File: config.mk
export PLATFORM = sky130hd
export DESIGN_NAME = lres_event_selector
export DESIGN_NICKNAME = d
export VERILOG_FILES = /design/src/lres_pkg.sv /design/src/lres_event_selector.sv
export VERILOG_INCLUDE_DIRS = /design/src
export SDC_FILE = /design/constraint.sdc
export NUM_CORES = 1
export LEC_CHECK = 0
export BUFFER_PORTS_ARGS = -buffer_cell sky130_fd_sc_hd__buf_2
export CELL_PAD_IN_SITES_DETAIL_PLACEMENT = 0
export CELL_PAD_IN_SITES_GLOBAL_PLACEMENT = 2
export CORE_AREA = 5 5 51 53
export DETAILED_ROUTE_END_ITERATION = 10
export DIE_AREA = 0 0 56 58
export PLACE_DENSITY = 0.75
export SETUP_SLACK_MARGIN = 0.3
export SLEW_MARGIN = 10
export SYNTH_ARGS = -nofsm -noshare
export SYNTH_HDL_FRONTEND = slang
export SYNTH_SLANG_ARGS = --single-unit
File: constraint.sdc
create_clock -name sys_clk -period 1.11 [get_ports sys_clk]
set_input_delay 0.1665 -clock sys_clk [delete_from_list [all_inputs] [get_ports sys_clk]]
set_output_delay 0.1665 -clock sys_clk [all_outputs]
set_load 0.05 [all_outputs]
File: src/lres_cfg.svh
// Event numbers, unit-mask values and field positions for the L2 request event selector.
`ifndef LRES_CFG_SVH
`define LRES_CFG_SVH

`define LRES_EV_ALL_REQ 8'h24
`define LRES_EV_DATA_REQ 8'h26
`define LRES_EV_WRITE_REQ 8'h27

`define LRES_MASK_ALL 8'hFF
`define LRES_MASK_DEMAND_ANY 8'h0F
`define LRES_MASK_PREF_ANY 8'hF0
`define LRES_MASK_RFO_HIT 8'h0E
`define LRES_MASK_LOCK_HIT 8'hE0

`define LRES_LO_LSB 0
`define LRES_HI_LSB 4
`define LRES_NIB_W 4

`define LRES_ONEHOT_I 4'h1
`define LRES_ONEHOT_S 4'h2
`define LRES_ONEHOT_E 4'h4
`define LRES_ONEHOT_M 4'h8
`define LRES_ONEHOT_NONE 4'h0

`endif

File: src/lres_pkg.sv
// Types shared by the L2 request event selector and its environment.
package lres_pkg;

  typedef enum logic [2:0] {
    req_code_fetch,
    req_l1d_demand,
    req_l1d_prefetch,
    req_l2_prefetch_read,
    req_l2_prefetch_rfo,
    req_store_rfo,
    req_lock_rfo,
    req_other
  } lres_req_class_type;

  typedef enum logic [1:0] {
    line_invalid,
    line_shared,
    line_exclusive,
    line_modified
  } lres_line_state_type;

  typedef struct packed {
    logic valid;
    lres_req_class_type req_class;
    lres_line_state_type line_state;
  } lres_req_type;

  typedef struct packed {
    logic [7:0] event_num;
    logic [7:0] unit_mask;
  } lres_sel_type;

  typedef struct packed {
    logic count_inc;
    logic count_hit;
    logic event_known;
  } lres_state_type;

endpackage : lres_pkg

File: src/lres_event_selector.sv
// Performance event qualifier for second-level cache requests.
//
// Operation
// - Event 24H with mask FFH counts every L2 request, code and data.
// - Event 26H low mask bits count demand loads by state I, S, E, M.
// - Demand loads include L1D demand misses and L1D prefetches.
// - Event 26H mask 0FH counts every demand data request in any state.
// - Event 26H high mask bits count prefetch loads by state I, S, E, M.
// - Prefetch ownership read to a shared line misses; plain prefetch read hits.
// - Event 26H mask F0H counts every prefetch data request in any state.
// - Event 26H mask FFH counts all demand and prefetch data requests.
// - Event 27H low mask bits count store ownership reads by line state.
// - Every counted store ownership read is a demand request.
// - Event 27H mask 0EH counts store ownership reads that hit.
// - Event 27H mask 0FH counts every store ownership read.
// - Event 27H high mask bits count locked ownership reads by line state.
// - Event 27H mask E0H counts locked ownership reads that hit.
// - Event 27H mask F0H counts every locked ownership read.
`timescale 1ns/100ps
`include "lres_cfg.svh"

module lres_event_selector (
  input wire logic sys_clk,
  input wire logic reset_n,
  input wire logic clk_en,
  input wire lres_pkg::lres_sel_type sel,
  input wire lres_pkg::lres_req_type req,
  output logic count_inc,
  output logic count_hit,
  output logic event_known
);

  // Maps a line state to one mask bit, folding a shared-line prefetch ownership read to a miss.
  function automatic logic [3:0] state_onehot(
    input lres_pkg::lres_line_state_type line_state,
    input logic own_prefetch
  );
    logic [3:0] bits;
    bits = `LRES_ONEHOT_NONE;
    case (line_state)
      lres_pkg::line_invalid: bits = `LRES_ONEHOT_I;
      lres_pkg::line_shared: bits = own_prefetch ? `LRES_ONEHOT_I : `LRES_ONEHOT_S;
      lres_pkg::line_exclusive: bits = `LRES_ONEHOT_E;
      lres_pkg::line_modified: bits = `LRES_ONEHOT_M;
      default: bits = `LRES_ONEHOT_NONE;
    endcase
    return bits;
  endfunction : state_onehot

  // A nibble of the unit mask matches when any set bit selects the request's state.
  function automatic logic nibble_hit(
    input logic [3:0] nibble,
    input logic [3:0] onehot
  );
    return |(nibble & onehot);
  endfunction : nibble_hit

  lres_pkg::lres_state_type st;
  lres_pkg::lres_state_type next_st;
  logic [3:0] onehot;
  logic [3:0] lo_mask;
  logic [3:0] hi_mask;
  logic is_demand_load;
  logic is_prefetch_load;
  logic known;
  logic match;

  assign lo_mask = sel.unit_mask[`LRES_LO_LSB +: `LRES_NIB_W];
  assign hi_mask = sel.unit_mask[`LRES_HI_LSB +: `LRES_NIB_W];
  assign onehot = state_onehot(req.line_state, req.req_class == lres_pkg::req_l2_prefetch_rfo);

  // L1D prefetches arrive at L2 as demand loads, so they share the demand mask bits.
  assign is_demand_load = (req.req_class == lres_pkg::req_l1d_demand) ||
                          (req.req_class == lres_pkg::req_l1d_prefetch);
  assign is_prefetch_load = (req.req_class == lres_pkg::req_l2_prefetch_read) ||
                            (req.req_class == lres_pkg::req_l2_prefetch_rfo);

  always_comb
  begin
    known = 1'b0;
    match = 1'b0;
    case (sel.event_num)
      `LRES_EV_ALL_REQ:
      begin
        // Only the aggregate mask is decoded for this event; partial masks count nothing.
        known = (sel.unit_mask == `LRES_MASK_ALL);
        match = known;
      end
      `LRES_EV_DATA_REQ:
      begin
        known = 1'b1;
        match = (is_demand_load && nibble_hit(lo_mask, onehot)) ||
                (is_prefetch_load && nibble_hit(hi_mask, onehot));
      end
      `LRES_EV_WRITE_REQ:
      begin
        known = 1'b1;
        // Ownership-read prefetches never reach this class, so all of these are demand.
        match = ((req.req_class == lres_pkg::req_store_rfo) &&
                 nibble_hit(lo_mask, onehot)) ||
                ((req.req_class == lres_pkg::req_lock_rfo) &&
                 nibble_hit(hi_mask, onehot));
      end
      default:
      begin
        known = 1'b0;
        match = 1'b0;
      end
    endcase
  end

  always_comb
  begin
    next_st = st;
    if (clk_en)
    begin
      next_st.event_known = known;
      next_st.count_inc = req.valid && match;
      next_st.count_hit = req.valid && match && (onehot != `LRES_ONEHOT_I);
    end
  end

  always_ff @(posedge sys_clk or negedge reset_n)
  begin
    if (!reset_n)
    begin
      st <= '0;
    end
    else
    begin
      st <= next_st;
    end
  end

  assign count_inc = st.count_inc;
  assign count_hit = st.count_hit;
  assign event_known = st.event_known;

  logic live;
  assign live = clk_en && req.valid;
endmodule : lres_event_selector

==> results of run 1 <==
==> kinds of logic (layout without fill, tap and decap cells) <==
kind of cell,after synthesis,in the layout
and+or+nand+nor,22,22
buffers and inverters,4,53
DFF,3,3
AOI/OAI and AO/OA,16,16
muxes,2,2
==> area by class of cell <==
type | instances | share of cell area, %
multi-input combinational | 40 | 44.9
clock buffer | 4 | 2.97
inverter | 3 | 1.27
sequential | 3 | 8.62
timing repair buffer | 46 | 38.3
tap | 28 | 3.95
==> flip-flops by register name, indices dropped and copies added, names as in the netlist <==
register / cells
event_known: 1
count_inc: 1
count_hit: 1
==> per-stage QoR <==
step           setup WS [ns]  hold slack [ns]  TNS, ns  cells
6_report              -0.362            0.259   -0.688    124
5_1_grt               -0.463            0.278   -0.920    124
4_1_cts               -0.338            0.247   -0.626    122
3_5_place_dp          -0.626          -0.0377    -1.36    114
3_3_place_gp          -0.630          -0.0370    -1.31    114
2_1_floorplan         -0.381           -0.129   -0.757     47
==> critical path, delay by kind of cell <==
| kind | cells | cell delay, ns |
|---|---|---|
| simple gates | 1 | 0.43 |
| compound gates | 4 | 0.86 |
| buf+inv | 1 | 0.10 |
==> power breakdown <==
part / leakage [uW] / switching [uW] / internal [uW] / total, uW
clock network: 0.0000150 / 62.0 / 135 / 197
logic: 0.000320 / 89.1 / 118 / 207
registers: 0.0000402 / 0.293 / 110 / 111
==> repair_timing <==
action	4_1_cts	5_1_grt
hold endpoints to repair	3	0
buffers inserted	3	2
endpoints found under the setup margin	6	6
gates resized for setup	15	12
pin swaps	7	7
hold buffers	1	0
==> metal layers <==
layer	vias up	global-route usage, %	part of all wire, %
li1	294	-	-
met1	287	9.68	36
met2	18	21.0	57
met3	0	3.12	6.3
met4	0	2.03	0
met5	-	0	0
==> placed cells by master, fill, tap and decap left out, types with 2 or more instances in the layout <==
cell type   n
clkbuf_4    3
nand2_1     2
a2111oi_4   2
nor2_1      2
buf_6       5
dfrtp_1     2
mux2i_1     2
inv_1       3
nor4bb_2    2
nor3b_1     2
a21oi_1     3
buf_4      17
buf_8       3
nand3b_1    2
and2_1      2
a2111oi_2   2
a31oi_4     2
buf_2      20
==> how the worst max path moves through the flow <==
stage	start	end	slack (ns)	depth (start not counted)
finish	req[2]	count_inc	-0.36	6
global route	sel[14]	count_hit	-0.46	7
CTS	req[2]	count_inc	-0.34	6
detailed placement	sel[14]	count_hit	-0.63	6
global placement	req[3]	count_inc	-0.63	6
floorplan	req[3]	count_inc	-0.38	5
==> impl_metrics.toml, run 1 <==
[status]
status = "finished with violations"
violations = "setup timing"

[floorplanning]
row_count = 17
die_w_um = 56
die-area_sq_mm = 0.00325
coreArea_sq_mm = 0.00211
ios = 28
floorplan.initialDensity_pct = 18.2
fp.dieH_um = 58

[sta]
max_freq_ghz = 0.679
hold_violations = 0
finalCritPeriodShare_pct = 133
final.min_clock_period_ns = 1.47
slew_violations = 0
fin_skew_ns = 0
tightest_slew_ns = 0.410
setup_viol = 2
max-slew-margin-rel_pct = 72.6
setup_slack_ns = -0.362
rsz0062_at_grt = "true"

[worst_setup_path]
cp_slowest_cell = "or3b_4"
cp_max_fo = 4
worstRegToRegCells = 2
r2r-start = "count_hit"
required_ns = 1.20
slowest_delay_ns = 0.43
crit_chain = "buf_8 > or3b_4 > a31oi_4 > a2111oi_4 > a2111oi_4 > o2111ai_1"
critPathKind = "in -> reg"
critPathLaunchType = "input pin"
end_kind = "flop"
r2r_slack_ns = 0.18
cpMostUsedCell = "a2111oi_4"
timing.rr.end = "count_hit"
critPathArrivalTime_ns = 1.56

[run]
maxCapViolations = 0

[clock_tree]
clock_path_buffers = 2
cts_tree = "built"
h-tree-depth = 1
root_buffer = "clkbuf_4"
clock-sinks = 3
clkSlewWorstSetupHoldPaths_ns = 0.04
clock_latency_ns = 0.23
numCtsBuffers = 3

[yosys]
synth_top_area_share_pct = 19.5
synth.avg_cell_area_sq_um = 8.17
synth_xor_area_share_pct = 0
yosysWarnings = 0
synth_top_family_by_area = "simple AND/OR/NAND/NOR gates"
synth_enable_flop_cells = 0
yosys_register_bits = 3
muxShareOfSynthArea_pct = 5.21
postSynthCellCount = 47
yosys.area.top_type = "dfrtp_1"
synthAdderAreaFrac_pct = 0
yosysSeqAreaShare_pct = 19.5
syn_area_sq_um = 384
synth-simple-area-share_pct = 40.7
synthArstFlopShare_pct = 100
synth.net_count = 72
synth_cell_types = 28
synthFlopType = "dfrtp_1"
synth_common_cells = "3 x a21oi_1, 3 x a31oi_1, 3 x dfrtp_1, 3 x inv_1, 3 x nor4bb_1"
synth_compound_area_share_pct = 30.3
synth_area_leaders = "dfrtp_1 20%, nor4bb_1 7.8%, a2111oi_1 5.2%, mux2i_1 5.2%, a31oi_1 4.9%"

[global_routing]
grt_pass1_vias = 636
overflow = 0
grt_start_max_net_pins = 6
grt_usage_pct = 10.1
antenna_found_initial = 0
grt_pass1_wl_um = 2680

[placed_design]
gp_congestion = 0.713
dpl.hpwl_um = 1220
placed_cell_area_sq_um = 671
portBuffers = 27

[final_layout]
fill_cells = 217
finalInstanceArea_sq_um = 886
layout-drive-gt1-share_pct = 62.5
multiInputGateArea_sq_um = 398
antenna_cells = 0
area_delta_synth_final_pct = 131
register_area_sq_um = 76.3
layout.nets = 122
final_util_pct = 42.1

[drt]
first_pass_iters = 4
drc = 0
vias = 599
drt.antenna.violating_nets = 0
first_iter_violations = 15
wirelength_um = 1610
wire_per_inst_um = 13.0
viasPerCell = 4.83

[pwr]
finalPower_uw = 514
power.leakage_uw = 0.000375
peakVddDrop_v = 0.000334
pwr_density_cell_mw_per_mm2 = 581

[min_path]
min_path_type = "in -> async"
Power figures use the tool's default switching activity.
==> run 2: changes to the inputs <==
- RECOVER_POWER: not set -> 50
- TNS_END_PERCENT: not set -> 20
==> run 2 against run 1 <==
The run still ends with setup timing left; sequential cell count is the same; fmax grew 0.18%; sequential power is essentially flat; critical path type unchanged; highest routed layer is now met4.
==> impl_metrics.toml, run 2 (synthesis results as in run 1) <==
[final_layout]
area_delta_synth_final_pct = 125
layout.nets = 119
final_common_cell = "buf_2"
layout_common_cells = "22 x buf_2, 14 x buf_4, 4 x a2111oi_4, 4 x buf_6"
register_area_sq_um = 75.1
final_util_pct = 41.0
antenna_cells = 0
layout-drive-gt1-share_pct = 60.2
multiInputGateArea_sq_um = 427
fill_cells = 208

[floorplanning]
die_w_um = 56
coreArea_sq_mm = 0.00211
floorplan.initialDensity_pct = 18.2
row_count = 17
ios = 28
fp.dieH_um = 58
die-area_sq_mm = 0.00325

[worst_setup_path]
slowest_delay_ns = 0.43
cpMostUsedCell = "a2111oi_4"
cp_slowest_cell = "or3b_4"
r2r_slack_ns = 0.17
required_ns = 1.20
critPathKind = "in -> reg"
crit_chain = "buf_2 > or3b_4 > a31oi_4 > a2111oi_4 > a2111oi_4 > o2111ai_1"
end_kind = "flop"
critical_path_buf_inv_count = 1
cp_max_fo = 3
critPathArrivalTime_ns = 1.56
worstRegToRegCells = 2
r2r-start = "count_hit"
critPathLaunchType = "input pin"
timing.rr.end = "count_hit"
critical-path-top-delay-family = "compound AO/OA/AOI/OAI gates"

[sta]
finalCritPeriodShare_pct = 132
slew_violations = 0
fin_skew_ns = 0
setup_viol = 2
max-slew-margin-rel_pct = 71.0
setup_slack_ns = -0.360
final.min_clock_period_ns = 1.47
tightest_slew_ns = 0.432
tns_ns = -0.692
hold_violations = 0
max_freq_ghz = 0.680
rsz0062_at_grt = "true"

[clock_tree]
clock-sinks = 3
clkSlewWorstSetupHoldPaths_ns = 0.04
numCtsBuffers = 3
clock_latency_ns = 0.23
clock_path_buffers = 2
root_buffer = "clkbuf_4"
cts_tree = "built"
h-tree-depth = 1

[global_routing]
grt_pass1_wl_um = 2480
overflow = 0
antenna_found_initial = 0
grt_pass1_vias = 585
grt_usage_pct = 9.75
grt_start_max_net_pins = 6

[drt]
viasPerCell = 4.72
vias = 571
drt.antenna.violating_nets = 0
first_iter_violations = 5
drc = 0
wirelength_um = 1640
first_pass_iters = 3
wire_per_inst_um = 13.5

[status]
status = "finished with violations"
violations = "setup timing"

[placed_design]
gp_congestion = 0.737
portBuffers = 27
dpl.hpwl_um = 1260

[run]
maxCapViolations = 0

[pwr]
peakVddDrop_v = 0.000218
power.leakage_uw = 0.000352
pwr_density_cell_mw_per_mm2 = 583

[min_path]
min_path_type = "in -> async"
run 2: how the worst max path moves through the flow:
stage / start / endpoint / slack, ns / cells past startpoint
finish: req[3] / count_inc / -0.36 / 6
global route: req[3] / count_inc / -0.41 / 6
floorplan: req[3] / count_inc / -0.38 / 5
global placement: sel[12] / count_hit / -0.59 / 7
CTS: req[3] / count_inc / -0.33 / 6
detailed placement: sel[12] / count_hit / -0.61 / 7
run 2: through the flow:
step	area [sq um]	setup slack (ns)	hold WS, ns	total power (uW)	std cells
final	863	-0.360	0.268	504	121
after detailed placement	677	-0.608	-0.0341	266	115
after CTS	772	-0.327	0.250	488	120
after global placement	677	-0.586	-0.0366	265	115
after floorplan	407	-0.381	-0.129	169	47
after global routing	863	-0.415	0.308	534	121
run 2: what timing repair did:
item | 4_1_cts | 5_1_grt
setup endpoints to repair | 6 | 6
hold buffers | 1 | 0
buffers inserted | 0 | 1
pin swaps | 8 | 3
resized for setup | 13 | 12
endpoints found under the hold margin | 3 | 0
run 2: final cells by class:
type / count / share of cell area, %
sequential: 3 / 8.70
multi-input combinational: 40 / 49.4
clock buffer: 4 / 3.04
inverter: 3 / 1.30
tap: 28 / 4.06
timing repair buffer: 43 / 33.5
run 2: metal layers:
layer | share of wire (%) | global-route usage, % | routed length, um | vias to the layer above
met3 | 6.4 | 2.45 | 104 | 4
met5 | 0 | 0 | 0 | -
met2 | 57 | 18.2 | 940 | 16
met4 | 2.1 | 7.46 | 34 | 0
met1 | 34 | 9.11 | 557 | 261
li1 | - | - | - | 290
run 2: where the power goes:
group          switching [uW]  internal (uW)
clock                    59.2            135
sequential              0.261            110
combinational            94.5            104
